--- src/cssc_defines.svh ---
/*
 Register offsets, field positions, reset values and timing counts for the
 converter configuration block. Assumes inclusion by bare name.
*/
`ifndef CSSC_DEFINES_SVH
`define CSSC_DEFINES_SVH
// ==================================================================
// Command codes
`define CSSC_CMD_MISC_USER 8'hd1
`define CSSC_CMD_SHARE 8'hd2
// ==================================================================
// Misc user word fields
`define CSSC_MU_SYNC_EXT 6
`define CSSC_MU_SYNC_OUT 5
`define CSSC_MU_LS_ON 2
`define CSSC_MU_STBY_HI 1
`define CSSC_MU_STBY_LO 0
// ==================================================================
// Share word fields
`define CSSC_SH_ID_HI 15
`define CSSC_SH_ID_LO 8
`define CSSC_SH_CNT_HI 7
`define CSSC_SH_CNT_LO 5
`define CSSC_SH_POS_HI 4
`define CSSC_SH_POS_LO 2
`define CSSC_SH_EN 0
`define CSSC_SH_ID_MAX 8'h1f
// ==================================================================
// Reset values
`define CSSC_MU_RESET 16'h0000
`define CSSC_SH_RESET 16'h0000
// ==================================================================
// Timing: pulsed standby monitor period
`define CSSC_PULSE_NS 1000
`define CSSC_CLK_NS 10
`define CSSC_PULSE_CYC (`CSSC_PULSE_NS / `CSSC_CLK_NS)
`endif

--- src/cssc_pkg.sv ---
/*
 Types for the converter configuration block. Assumes nothing else.
*/
package cssc_pkg;
   typedef enum logic [1:0] {
      CSSC_STBY_LOWPWR = 2'h0,
      CSSC_STBY_ALWAYS = 2'h1,
      CSSC_STBY_RSVD = 2'h2,
      CSSC_STBY_PULSED = 2'h3
   } cssc_stby_t;
   typedef struct packed {
      logic [7:0] rail_id;
      logic [3:0] members;
      logic [3:0] position;
      logic enabled;
   } cssc_share_t;
endpackage

--- src/cssc_pulse_div.sv ---
/*
 Divider that emits a one-cycle enable pulse every DIV cycles while run_i is
 high. Assumes one clock and an asynchronous active-high reset.
*/
`timescale 1ns/1ps
module cssc_pulse_div #(
   parameter int DIV = 100
) (
   input wire logic sys_clk_i,
   input wire logic reset_i,
   input wire logic run_i,
   output logic tick_o
);
   logic [15:0] cnt_r;
   // ==================================================================
   // Counter
   // Counts down and pulses on wrap; stopped counter restarts from full.
   always_ff @(posedge sys_clk_i or posedge reset_i) begin
      if (reset_i) begin
         cnt_r <= 16'h0000;
         tick_o <= 1'b0;
      end else if (!run_i) begin
         cnt_r <= 16'(DIV - 1);
         tick_o <= 1'b0;
      end else if (cnt_r == 16'h0000) begin
         cnt_r <= 16'(DIV - 1);
         tick_o <= 1'b1;
      end else begin
         cnt_r <= cnt_r - 16'h0001;
         tick_o <= 1'b0;
      end
   end
endmodule

--- src/cssc_config.sv ---
/*
 Configuration logic for switch-clock use, low-side drive while disabled,
 standby monitoring and the current-share setup word. Assumes a management
 bus front end that decodes word transactions into one-cycle write and read
 strobes carrying a command code, all synchronous to sys_clk_i.
*/
// What this block does
// - Bit6 clear: frequency from strap and parameter.
// - Bit6 set: switch from external clock.
// - Bit5 clear: switch-clock pin never driven.
// - Bit5 set, internal oscillator: drive clock out.
// - Disabled: low-side drive follows bit2.
// - Standby 00: low power, telemetry read faults.
// - Standby 01: continuous monitoring, telemetry available.
// - Standby 11 pulsed monitoring; host avoids 10.
// - Share word bits 15:8 hold rail id.
// - Bits 7:5 give member count minus one.
// - Bits 4:2 give position minus one.
// - Bit 0 enables share rail membership.
`timescale 1ns/1ps
`include "cssc_defines.svh"
module cssc_config import cssc_pkg::*; #(
   parameter int PULSE_CYC = `CSSC_PULSE_CYC
) (
   input wire logic sys_clk_i,
   input wire logic reset_i,
   input wire logic wr_stb_i,
   input wire logic rd_stb_i,
   input wire logic [7:0] cmd_i,
   input wire logic [15:0] wdata_i,
   input wire logic telem_rd_i,
   input wire logic conv_enabled_i,
   input wire logic freq_strap_i,
   input wire logic int_osc_clk_i,
   input wire logic sync_pin_i,
   input wire logic pwm_low_i,
   input wire logic cml_clear_i,
   output logic [15:0] rdata_o,
   output logic rvalid_o,
   output logic cmd_unsup_o,
   output logic sync_out_o,
   output logic sync_oe_o,
   output logic sw_clk_o,
   output logic use_strap_freq_o,
   output logic freq_strap_o,
   output logic low_side_on_o,
   output logic low_power_o,
   output logic monitor_en_o,
   output logic telem_avail_o,
   output logic comm_fault_status_o,
   output cssc_share_t share_o
);
   logic [15:0] misc_user_setup_r;
   logic [15:0] current_share_setup_r;
   logic pulse_tick;
   cssc_stby_t stby_mode;
   logic standby;
   assign stby_mode = cssc_stby_t'(misc_user_setup_r[`CSSC_MU_STBY_HI:`CSSC_MU_STBY_LO]);
   // The strap level is taken from the pin itself, so freq_strap_i is left unread.
   // A disabled converter counts as standby for every mode below.
   assign standby = !conv_enabled_i;
   // ==================================================================
   // Register writes
   // Writes to any other command code are dropped without a flag.
   // word write storage.
   always_ff @(posedge sys_clk_i or posedge reset_i) begin
      if (reset_i) begin
         misc_user_setup_r <= `CSSC_MU_RESET;
         current_share_setup_r <= `CSSC_SH_RESET;
      end else if (wr_stb_i) begin
         if (cmd_i == `CSSC_CMD_MISC_USER) begin
            misc_user_setup_r <= wdata_i;
         end else if (cmd_i == `CSSC_CMD_SHARE) begin
            current_share_setup_r <= wdata_i;
         end
      end
   end
   // ==================================================================
   // Register reads
   // Unknown codes answer with zero data and a one-cycle flag.
   // The read data hold their value until the next read strobe.
   // read back stored words.
   always_ff @(posedge sys_clk_i or posedge reset_i) begin
      if (reset_i) begin
         rdata_o <= 16'h0000;
         rvalid_o <= 1'b0;
         cmd_unsup_o <= 1'b0;
      end else begin
         rvalid_o <= 1'b0;
         cmd_unsup_o <= 1'b0;
         if (rd_stb_i) begin
            if (cmd_i == `CSSC_CMD_MISC_USER) begin
               rdata_o <= misc_user_setup_r;
               rvalid_o <= 1'b1;
            end else if (cmd_i == `CSSC_CMD_SHARE) begin
               rdata_o <= current_share_setup_r;
               rvalid_o <= 1'b1;
            end else begin
               rdata_o <= 16'h0000;
               cmd_unsup_o <= 1'b1;
            end
         end
      end
   end
   // ==================================================================
   // Switch-clock pin and frequency source
   // The pin is driven only with bit 5 set and the internal oscillator in use.
   // The strap is resampled each cycle while the internal oscillator runs.
   always_ff @(posedge sys_clk_i or posedge reset_i) begin
      if (reset_i) begin
         sync_out_o <= 1'b0;
         sync_oe_o <= 1'b0;
         sw_clk_o <= 1'b0;
         use_strap_freq_o <= 1'b1;
         freq_strap_o <= 1'b0;
      end else begin
         if (misc_user_setup_r[`CSSC_MU_SYNC_EXT]) begin
            sw_clk_o <= sync_pin_i;
            use_strap_freq_o <= 1'b0;
            sync_oe_o <= 1'b0;
            sync_out_o <= 1'b0;
         end else begin
            sw_clk_o <= int_osc_clk_i;
            use_strap_freq_o <= 1'b1;
            freq_strap_o <= sync_pin_i;
            sync_oe_o <= misc_user_setup_r[`CSSC_MU_SYNC_OUT];
            sync_out_o <= misc_user_setup_r[`CSSC_MU_SYNC_OUT] & int_osc_clk_i;
         end
      end
   end
   // ==================================================================
   // Low-side drive
   // While enabled, the modulator's low-side request is registered and appears one cycle later.
   // disabled low-side drive.
   always_ff @(posedge sys_clk_i or posedge reset_i) begin
      if (reset_i) begin
         low_side_on_o <= 1'b0;
      end else if (standby) begin
         low_side_on_o <= misc_user_setup_r[`CSSC_MU_LS_ON];
      end else begin
         low_side_on_o <= pwm_low_i;
      end
   end
   // ==================================================================
   // Pulsed monitor timebase
   // Ticks only while disabled in pulsed standby, once every PULSE_CYC cycles.
   cssc_pulse_div #(
      .DIV(PULSE_CYC)
   ) u_div (
      .sys_clk_i(sys_clk_i),
      .reset_i(reset_i),
      .run_i(standby && stby_mode == CSSC_STBY_PULSED),
      .tick_o(pulse_tick)
   );
   // ==================================================================
   // Standby behaviour
   // Reserved code 10 is treated like continuous monitoring, the safe case.
   always_ff @(posedge sys_clk_i or posedge reset_i) begin
      if (reset_i) begin
         low_power_o <= 1'b0;
         monitor_en_o <= 1'b1;
         telem_avail_o <= 1'b1;
      end else if (!standby) begin
         low_power_o <= 1'b0;
         monitor_en_o <= 1'b1;
         telem_avail_o <= 1'b1;
      end else begin
         case (stby_mode)
            CSSC_STBY_LOWPWR: begin
               low_power_o <= 1'b1;
               monitor_en_o <= 1'b0;
               telem_avail_o <= 1'b0;
            end
            // Pulsed mode wakes the monitor on each tick and on telemetry reads.
            // pulsed monitoring.
            CSSC_STBY_PULSED: begin
               low_power_o <= 1'b0;
               monitor_en_o <= pulse_tick | telem_rd_i;
               telem_avail_o <= 1'b1;
            end
            default: begin
               low_power_o <= 1'b0;
               monitor_en_o <= 1'b1;
               telem_avail_o <= 1'b1;
            end
         endcase
      end
   end
   // ==================================================================
   // Communication fault flag
   // A faulting read and a clear in the same cycle leave the flag set.
   // telemetry read fault; set wins over clear.
   always_ff @(posedge sys_clk_i or posedge reset_i) begin
      if (reset_i) begin
         comm_fault_status_o <= 1'b0;
      end else if (telem_rd_i && standby && stby_mode == CSSC_STBY_LOWPWR) begin
         comm_fault_status_o <= 1'b1;
      end else if (cml_clear_i) begin
         comm_fault_status_o <= 1'b0;
      end
   end
   // ==================================================================
   // Share configuration outputs
   // Count and position are stored minus one, so one is added here.
   always_ff @(posedge sys_clk_i or posedge reset_i) begin
      if (reset_i) begin
         share_o <= '0;
      end else begin
         share_o.rail_id <= current_share_setup_r[`CSSC_SH_ID_HI:`CSSC_SH_ID_LO];
         share_o.members <= {1'b0, current_share_setup_r[`CSSC_SH_CNT_HI:`CSSC_SH_CNT_LO]} + 4'h1;
         share_o.position <= {1'b0, current_share_setup_r[`CSSC_SH_POS_HI:`CSSC_SH_POS_LO]} + 4'h1;
         share_o.enabled <= current_share_setup_r[`CSSC_SH_EN];
      end
   end
endmodule

--- config.mk ---
export PLATFORM = sky130hd
export DESIGN_NAME = cssc_config
export DESIGN_NICKNAME = d
export VERILOG_FILES = /design/src/cssc_pkg.sv /design/src/cssc_pulse_div.sv /design/src/cssc_config.sv
export VERILOG_INCLUDE_DIRS = /design/src /design/src/src
export SDC_FILE = /design/constraint.sdc
export NUM_CORES = 1
export LEC_CHECK = 0
export BUFFER_PORTS_ARGS = -buffer_cell sky130_fd_sc_hd__buf_2
export CAP_MARGIN = 10
export CORE_UTILIZATION = 40
export DETAILED_ROUTE_END_ITERATION = 6
export PLACE_DENSITY = 0.61
export SLEW_MARGIN = 20
export SYNTH_ARGS = -nofsm -noshare
export SYNTH_HDL_FRONTEND = slang
export SYNTH_SLANG_ARGS = --single-unit
--- constraint.sdc ---
create_clock -name sys_clk_i -period 3.5 [get_ports sys_clk_i]
set_clock_uncertainty 0.15 [all_clocks]
set_input_delay 0.175 -clock sys_clk_i [delete_from_list [all_inputs] [get_ports sys_clk_i]]
set_output_delay 0.175 -clock sys_clk_i [all_outputs]
set_load 0.03 [all_outputs]
==> flow_summary.ini, run 1 <==
[sta]
hold_viol = 0
rsz0062_at_grt = no
fin_crit_sh_pct = 70.6
slew_viol_final = 0
max_freq_mhz = 405
setup_violations = 0
worst_pin_slew_ns = 0.917
relSlewSlack_pct = 38.8
fin_crit_ns = 2.47
fin_tns_setup_ns = 0

[critical_path]
cp_data_required_time_ns = 3.63
setup.worst_path.start_class = flip-flop
cp_max_fo = 14
regToRegStartpoint = u_div.cnt_r[0]$_DFF_PP0_
startpoint = u_div.cnt_r[0]$_DFF_PP0_
cp_slowest_cell = o41ai_4
endpoint_kind = flip-flop
worst-setup-path-type = reg -> reg
worstPathArrival_ns = 2.60
path_cells = inv_1 > ha_1 > nor4b_2 > nand3_1 > o41ai_4 > or2_2
critPathMaxStageDelay_ns = 0.69

[die]
die-area_um2 = 9810
initial_core_util_pct = 41.0
fp.dieH_um = 99.1
rows = 35
core_um2 = 9200
die_x_um = 99.1
io_pins = 80

[power_and_ir_drop]
power.internal_uw = 1670
p_seq_share_pct = 53.3
power_leakage_uw = 0.00234
pwr-share-comb_pct = 8.0
power_frac_clock_pct = 38.7
switching_share_pct = 22.0
pwr_density_cell_nw_per_um2 = 449
switchingPower_uw = 469
vdd_drop_max_mv = 0.279
p_total_uw = 2140

[detailed_routing]
ant_nets = 0
drt_iter0_drc = 126
drc_errors = 0
avgRoutedWirePerCell_um = 14.4
vias = 2582
via_per_inst = 4.97
drt-pass1-iter-count = 4
wl_um = 7470

[yosys]
syn-cell-area_um2 = 3770
ys_ff_latch = 94
yosys_warnings = 0
yosys.cell_types.count = 39
synthCells = 296
synth_edf_count = 0
yosysTopAreaCell = dfrtp_1
synthFlopType = dfrtp_1
yosysSeqAreaShare_pct = 62.5
synth_nets = 334
synth_top_area_share_pct = 60.4
async_reset_ff_share_pct = 100
synth_area_leaders = dfrtp_1, mux2_2, a22o_1, nand3_1, o21ai_0
syn_avg_cell_area_um2 = 12.7

[global_route]
grt_max_degree = 50
grt_pass1_wl_um = 12800
antenna_found_initial = 0
overflow = 0
track_usage_pct = 16.7
grt_pass1_vias = 2601

[placed_design]
gp_congestion = 0.771
dp_hpwl_um = 4740
port_buffers = 78

[hold_path]
hp-class = in -> reg
hp-start = rd_stb_i

[cells_and_area]
finalNetCount = 441
drive_gt1_share_pct = 36.0
syn_to_final_growth_pct = 26.4
n_fill_cell = 840
antennaDiodeCount = 0

[clock_tree]
root_buffer = clkbuf_8
cts_tree = built
clk_path_buf_depth = 2
insertion_delay_ns = 0.35
post_cts_buffers = 0
clk_pin_slew_ns = 0.08
htreeDepth = 3
clock_sinks = 94
cts_inserted_buffers = 9

[run_status]
status = completed

[flow_run]
maxCapViolations = 0
-- Yosys cell counts, types with 2 or more instances --
cell and count:
nand3_1 20, nand4b_1 2, clkbuf_1 6, nand4_1 2, a22o_1 16, nor2_1 14
nor2b_1 3, and3_1 3, dfstp_2 3, nand2_1 6, ha_1 3, and2_1 3
mux2_2 35, buf_1 2, o31ai_1 2, nor3_1 4, inv_1 25, a21oi_1 4
o21ai_0 20, nor4_1 4, xnor2_1 3, xor2_1 8, buf_4 2, dfrtp_1 91
-- cell usage in the layout, fill, tap and decap left out, drive strengths merged, types with 4 or more instances in the layout --
cell	instances
inv	24
nor2	14
nor3	5
a22o	16
mux2	35
xor2	8
clkbuf	12
a21oi	5
nor4	4
dlygate4sd3	25
dfrtp	91
nand3	21
buf	83
nand2	6
o21ai	20
-- state kept, by name, summed over array words and instances (netlist names), 16 cells and up --
name,flops
u_div.cnt_r,16
share_o,17
current_share_setup_r,16
misc_user_setup_r,16
rdata_o,16
-- metal layers --
metal	GRT usage [%]	part of all wire, %	routed length, um	vias up
met3	4.11	4.9	364	9
met4	4.75	1.1	85	0
met5	0	0	0	-
met2	27.1	47	3500	65
met1	22.5	47	3510	1272
li1	-	-	-	1236
-- cell families (layout without fill, tap and decap cells) --
group / Yosys count / in the layout / share of synthesized area (%)
flops: 94 / 94 / 62.5
simple gates: 72 / 72 / 11.1
compound gates: 44 / 44 / 8.27
buf+inv: 37 / 149 / 4.12
mux: 35 / 35 / 10.5
xor+xnor: 11 / 11 / 2.56
fa+ha+maj: 3 / 3 / 0.996
-- stage by stage --
step           setup WS [ns]  instance area [um2]  instances  hold slack, ns  utilization (%)
6_report                1.03                 4760        519           0.193             51.8
5_1_grt                0.763                 4760        519           0.233             51.8
4_1_cts                 1.00                 4760        519           0.174             51.8
3_5_place_dp            1.03                 4280        478           0.208             46.5
3_3_place_gp            1.03                 4280        478           0.206             46.5
2_1_floorplan          0.731                 3770        296           0.132                -
-- repair_timing --
item                      in CTS  in global routing
hold buffers                  25                  0
resized for setup              0                  0
hold endpoints to repair      87                  0
-- area by class of cell --
type | instances | area [um2] | share of cell area (%)
Sequential cell | 94 | 2360 | 49.5
Multi-Input combinational cell | 165 | 1260 | 26.5
Timing Repair Buffer | 108 | 678 | 14.2
Tap cell | 111 | 139 | 2.92
Clock buffer | 12 | 135 | 2.84
Clock inverter | 4 | 97.6 | 2.05
Inverter | 25 | 95.1 | 2.00
-- power groups by stage --
stage / Clock, uW / Sequential [uW] / Combinational [uW]
after detailed placement: 0 / 1160 / 152
after global placement: 0 / 1160 / 150
after global routing: 893 / 1140 / 189
after floorplan: 0 / 1190 / 57.3
final: 827 / 1140 / 171
after CTS: 854 / 1140 / 174
-- worst max-delay path: cells and delay by family (launching register included) --
kind	cells	cell delay [ns]
and+or+nand+nor	3	0.83
AOI/OAI and AO/OA	1	0.69
DFF	1	0.40
adders and majority gates	1	0.23
buffers and inverters	1	0.10
-- path summary, 6_finish.rpt --
path / to / slack (ns) / cells after the start
worst max-delay path: u_div.cnt_r[0]$_DFF_PP0_ / 1.03 / 6
worst min-delay path: rvalid_o$_DFF_PP0_ / 0.19 / 3
worst max register to register: u_div.cnt_r[0]$_DFF_PP0_ / 1.03 / 6
worst min register to register: share_o[0]$_DFF_PP0_ / 0.26 / 0
max in group asynchronous: share_o[4]$_DFF_PP0_ / 1.96 / 4
min in group asynchronous: share_o[8]$_DFF_PP0_ / 0.34 / 3
(Power assumes the default switching activity.)
==> inputs of run 2 (changes only) <==
--- a/config.mk
+++ b/config.mk
@@ -6,11 +6,12 @@
 export SDC_FILE = /design/constraint.sdc
 export NUM_CORES = 1
 export LEC_CHECK = 0
+export ABC_AREA = 1
 export BUFFER_PORTS_ARGS = -buffer_cell sky130_fd_sc_hd__buf_2
 export CAP_MARGIN = 10
 export CORE_UTILIZATION = 40
 export DETAILED_ROUTE_END_ITERATION = 6
-export PLACE_DENSITY = 0.61
+export PLACE_DENSITY = 0.62
 export SLEW_MARGIN = 20
 export SYNTH_ARGS = -nofsm -noshare
 export SYNTH_HDL_FRONTEND = slang
==> constraint.sdc (replaced) <==
create_clock -name sys_clk_i -period 2.1 [get_ports sys_clk_i]
set_clock_uncertainty 0.15 [all_clocks]
set_input_delay 0.105 -clock sys_clk_i [delete_from_list [all_inputs] [get_ports sys_clk_i]]
set_output_delay 0.105 -clock sys_clk_i [all_outputs]
set_load 0.03 [all_outputs]
==> run 2 against run 1 <==
Effect of this change: non-clock buffer count increased by 5; critical path type is now in -> reg; register-to-register slack got worse by 0.70 ns; via count grew 28%; area after synthesis is 6.2% higher; highest routed layer unchanged.
==> flow_summary.ini, run 2 <==
[sta]
fin_tns_setup_ns = 0
worst_pin_slew_ns = 0.610
fin_crit_ns = 1.84
hold_viol = 0
rsz0062_at_grt = no
worst_hold_slack_ns = 0.0498
relSlewSlack_pct = 59.3
worst_slack_ns = 0.256
slew_viol_final = 0
max_freq_mhz = 542
fin_crit_sh_pct = 87.8
setup_violations = 0

[detailed_routing]
avgRoutedWirePerCell_um = 12.7
via_per_inst = 4.68
vias = 3315
drt_iter0_drc = 103
wl_um = 8980
ant_nets = 0
drt-pass1-iter-count = 4
drc_errors = 0

[cells_and_area]
final_cell_mix = nand2_1, dfrtp_1, buf_2
syn_to_final_growth_pct = 25.1
largest_register_ffs = 17
drive_gt1_share_pct = 20.0
antennaDiodeCount = 0
finalNetCount = 609
final_common_cell = nand2_1
regMostFlops = share_o
utilization_pct = 51.5

[global_route]
grt_pass1_wl_um = 15200
antenna_found_initial = 0
overflow = 0
track_usage_pct = 18.9
grt_max_degree = 36
grt_pass1_vias = 3224

[clock_tree]
cts_inserted_buffers = 9
post_cts_buffers = 0
root_buffer = clkbuf_8
clk_path_buf_depth = 2
cts_tree = built
ctsResizeCount = 0
insertion_delay_ns = 0.36
clk_pin_slew_ns = 0.09
htreeDepth = 3
clock_sinks = 94

[placed_design]
dp_hpwl_um = 6140
gp_congestion = 0.820
dp_slack_ns = 0.355
port_buffers = 78

[critical_path]
setup.worst_path.start_class = input pin
cp_max_fo = 1
startpoint = pwm_low_i
cp_data_required_time_ns = 2.20
worst-setup-path-type = in -> reg
worstPathArrival_ns = 1.94
regToRegStartpoint = u_div.cnt_r[0]$_DFF_PP0_
endpoint_kind = flip-flop
r2r_end = u_div.cnt_r[12]$_DFF_PP0_
worst-r2r-cell-count = 7
regToRegSetupSlack_ns = 0.33

[yosys]
yosysTopAreaCell = dfrtp_1
synth_edf_count = 0
syn_avg_cell_area_um2 = 8.59
synth_area_leaders = dfrtp_1, nand2_1, nand3_1, nor2_1, inv_1
synth_common_cells = nand2_1, dfrtp_1, nand3_1
synthFlopType = dfrtp_1
syn-cell-area_um2 = 4000
synth_nets = 504
ys_ff_latch = 94
yosysMostFrequentCell = nand2_1
yosys_warnings = 0
synthCells = 466
yosys.cell_types.count = 26
synth_top_area_share_pct = 56.9
yosysSeqAreaShare_pct = 58.9
async_reset_ff_share_pct = 100

[power_and_ir_drop]
vdd_drop_max_mv = 0.306
power_leakage_uw = 0.00275
pwr_density_cell_nw_per_um2 = 687

[hold_path]
hp-class = in -> reg
min_to = rdata_o[12]$_DFFE_PP0P_
hp-start = rd_stb_i
whs_path_depth = 4

[die]
initial_core_util_pct = 41.1
die_x_um = 102
rows = 36
die-area_um2 = 10400
fp.dieH_um = 102
core_um2 = 9730
io_pins = 80

[flow_run]
maxCapViolations = 0

[run_status]
status = completed
==> run 2: cells by family after synthesis <==
kind of cell	after synthesis	synth area share, %
simple gates	306	32.2
flops	94	58.9
buf+inv	45	5.28
compound gates	13	1.63
xor+xnor	5	1.09
fa+ha+maj	3	0.938
==> run 2: worst max path at each step <==
stage / cells past startpoint / to
global placement: 6 / u_div.cnt_r[5]$_DFF_PP0_
CTS: 6 / low_side_on_o$_DFF_PP0_
floorplan: 7 / u_div.cnt_r[7]$_DFF_PP0_
global route: 7 / u_div.cnt_r[15]$_DFF_PP0_
finish: 6 / low_side_on_o$_DFF_PP0_
detailed placement: 7 / u_div.cnt_r[12]$_DFF_PP0_
==> run 2: layout make-up <==
class | count | area [um2]
multi-input combinational | 327 | 1440
sequential | 94 | 2360
tap | 133 | 166
inverter | 26 | 101
clock inverter | 5 | 57.6
timing repair buffer | 113 | 731
clock buffer | 11 | 151
fill | 969 | 4720
==> run 2: repair_timing <==
item / CTS / global route
setup endpoints to repair: 0 / 0
endpoints found under the hold margin: 61 / 0
hold buffers: 26 / 0
==> run 2: through the flow <==
| stage | area [um2] | power [uW] | instances |
|---|---|---|---|
| 2_1_floorplan | 4010 | 2090 | 466 |
| 3_3_place_gp | 4540 | 2200 | 667 |
| 3_5_place_dp | 4540 | 2200 | 667 |
| 4_1_cts | 5010 | 3470 | 709 |
| 5_1_grt | 5010 | 3580 | 709 |
| 6_report | 5010 | 3440 | 709 |
==> run 2: layer usage <==
layer / part of all wire, % / GRT usage, % / up-vias
met5: 0 / 0 / -
met4: 1.4 / 6.59 / 0
met3: 4.4 / 3.49 / 12
met2: 48 / 31.8 / 72
met1: 46 / 24.6 / 1552
li1: - / - / 1679
==> run 2: critical path, cell delays in order <==
cell and delay (ns):
dlygate4sd3_1 0.54, buf_2 0.12, nand2_1 0.05, dlygate4sd3_1 0.54
nand2_1 0.05, dlygate4sd3_1 0.54
==> run 2: report_power, final <==
part	switching [uW]	internal [uW]
clock network	627	613
registers	31.1	1870
logic	192	107
==> inputs of run 3 (changes only) <==
--- a/config.mk
+++ b/config.mk
@@ -12,6 +12,7 @@
 export CORE_UTILIZATION = 40
 export DETAILED_ROUTE_END_ITERATION = 6
 export PLACE_DENSITY = 0.62
+export RECOVER_POWER = 100
 export SLEW_MARGIN = 20
 export SYNTH_ARGS = -nofsm -noshare
 export SYNTH_HDL_FRONTEND = slang
==> run 3 against run 2 <==
Effect of this change: first-iteration DRC count up 28%; critical path depth unchanged; largest power group unchanged; hold slack lost 0.00081 ns; count of clock-buffer cells in the layout did not move; fmax decreased by 0.14%; utilization fell by 1.1 points; flip-flop and latch count is the same; total power shrank 0.60%; final cell count is the same.
==> flow_summary.ini, run 3 (synthesis gave the netlist of run 2 again) <==
[power_and_ir_drop]
pwr_density_cell_nw_per_um2 = 697
power.internal_uw = 2570
power_frac_clock_pct = 36.2
power_leakage_uw = 0.00255
p_seq_share_pct = 55.6
switching_share_pct = 24.7
switchingPower_uw = 845
vdd_drop_max_mv = 0.310
pwr-share-comb_pct = 8.2

[placed_design]
gp_congestion = 0.820
dp_slack_ns = 0.355
port_buffers = 78
dp_hpwl_um = 6140

[clock_tree]
root_buffer = clkbuf_8
hold_buffers = 26
clock_sinks = 94
htreeDepth = 3
cts_tree = built
insertion_delay_ns = 0.36
clk_path_buf_depth = 2
post_cts_buffers = 0
clk_pin_slew_ns = 0.09
cts_inserted_buffers = 9
ctsResizeCount = 0

[die]
die-area_um2 = 10400
core_um2 = 9730
initial_core_util_pct = 41.1
fp.dieH_um = 102
rows = 36
io_pins = 80
die_x_um = 102

[flow_run]
maxCapViolations = 0

[critical_path]
cp_max_fo = 1
cp_data_required_time_ns = 2.20
endpoint_kind = flip-flop
r2r_end = u_div.cnt_r[12]$_DFF_PP0_
regToRegStartpoint = u_div.cnt_r[0]$_DFF_PP0_
worst-setup-path-type = in -> reg
worst-r2r-cell-count = 7
regToRegSetupSlack_ns = 0.34
setup.worst_path.start_class = input pin
worstPathArrival_ns = 1.94

[sta]
relSlewSlack_pct = 12.3
slew_viol_final = 0
fin_tns_setup_ns = 0
worst_pin_slew_ns = 1.31
rsz0062_at_grt = no
setup_violations = 0
fin_crit_ns = 1.85
worst_slack_ns = 0.253
fin_crit_sh_pct = 87.9
hold_viol = 0
max_freq_mhz = 542

[cells_and_area]
final_common_cell = nand2_1
antennaDiodeCount = 0
syn_to_final_growth_pct = 22.5
final_cell_mix = nand2_1, dfrtp_1, nand3_1
largest_register_ffs = 17
regMostFlops = share_o
finalNetCount = 609
drive_gt1_share_pct = 10.8

[detailed_routing]
via_per_inst = 4.71
drc_errors = 0
drt-pass1-iter-count = 4
avgRoutedWirePerCell_um = 12.7
ant_nets = 0
drt_iter0_drc = 132
vias = 3342
wl_um = 9030

[hold_path]
hp-class = in -> reg
min_to = rdata_o[12]$_DFFE_PP0P_
whs_path_depth = 4
hp-start = rd_stb_i

[global_route]
track_usage_pct = 18.9
grt_pass1_vias = 3224
grt_pass1_wl_um = 15200
grt_max_degree = 36
overflow = 0
antenna_found_initial = 0

[run_status]
status = completed
## run 3: worst max-delay path, stage by stage
cell	delay, ns
dlygate4sd3_1	0.54
buf_2	0.12
nand2_1	0.05
dlygate4sd3_1	0.54
nand2_1	0.05
dlygate4sd3_1	0.54
## run 3: worst max path at each step
stage	start	end	slack, ns	cells after the start
global placement	u_div.cnt_r[0]$_DFF_PP0_	u_div.cnt_r[5]$_DFF_PP0_	0.41	6
finish	pwm_low_i	low_side_on_o$_DFF_PP0_	0.25	6
CTS	pwm_low_i	low_side_on_o$_DFF_PP0_	0.27	6
global route	reset_i	share_o[11]$_DFF_PP0_	0.11	4
floorplan	u_div.cnt_r[0]$_DFF_PP0_	u_div.cnt_r[7]$_DFF_PP0_	0.61	7
detailed placement	u_div.cnt_r[0]$_DFF_PP0_	u_div.cnt_r[12]$_DFF_PP0_	0.35	7
## run 3: power groups by stage
stage / logic [uW] / registers [uW] / clock network, uW
2_1_floorplan: 102 / 1990 / 0
3_3_place_gp: 262 / 1930 / 0
3_5_place_dp: 266 / 1930 / 0
4_1_cts: 305 / 1900 / 1270
5_1_grt: 313 / 1910 / 1350
6_report: 282 / 1900 / 1240
## run 3: per-stage QoR
stage               instances  total power, uW  util (%)  instance area (um2)  hold WS [ns]
floorplan                 466             2090         -                 4010        0.0623
detailed placement        667             2200      46.6                 4540        0.0414
CTS                       709             3470      51.5                 5010        0.0373
finish                    709             3420      50.4                 4900        0.0490
global route              709             3570      50.4                 4900        0.0495
global placement          667             2200      46.6                 4540        0.0432
## run 3: layout make-up
class / instances / area [um2]
Sequential cell: 94 / 2360
Multi-Input combinational cell: 327 / 1420
Inverter: 26 / 98.8
Timing Repair Buffer: 113 / 647
Fill cell: 1012 / 4830
Clock inverter: 5 / 57.6
Tap cell: 133 / 166
Clock buffer: 11 / 151
## run 3: per-layer routing
layer / global-route usage, % / wire, um / vias to the layer above
li1: - / - / 1677
met1: 24.6 / 4170 / 1572
met2: 31.8 / 4310 / 81
met3: 3.49 / 413 / 12
met4: 6.59 / 127 / 0
met5: 0 / 0 / -
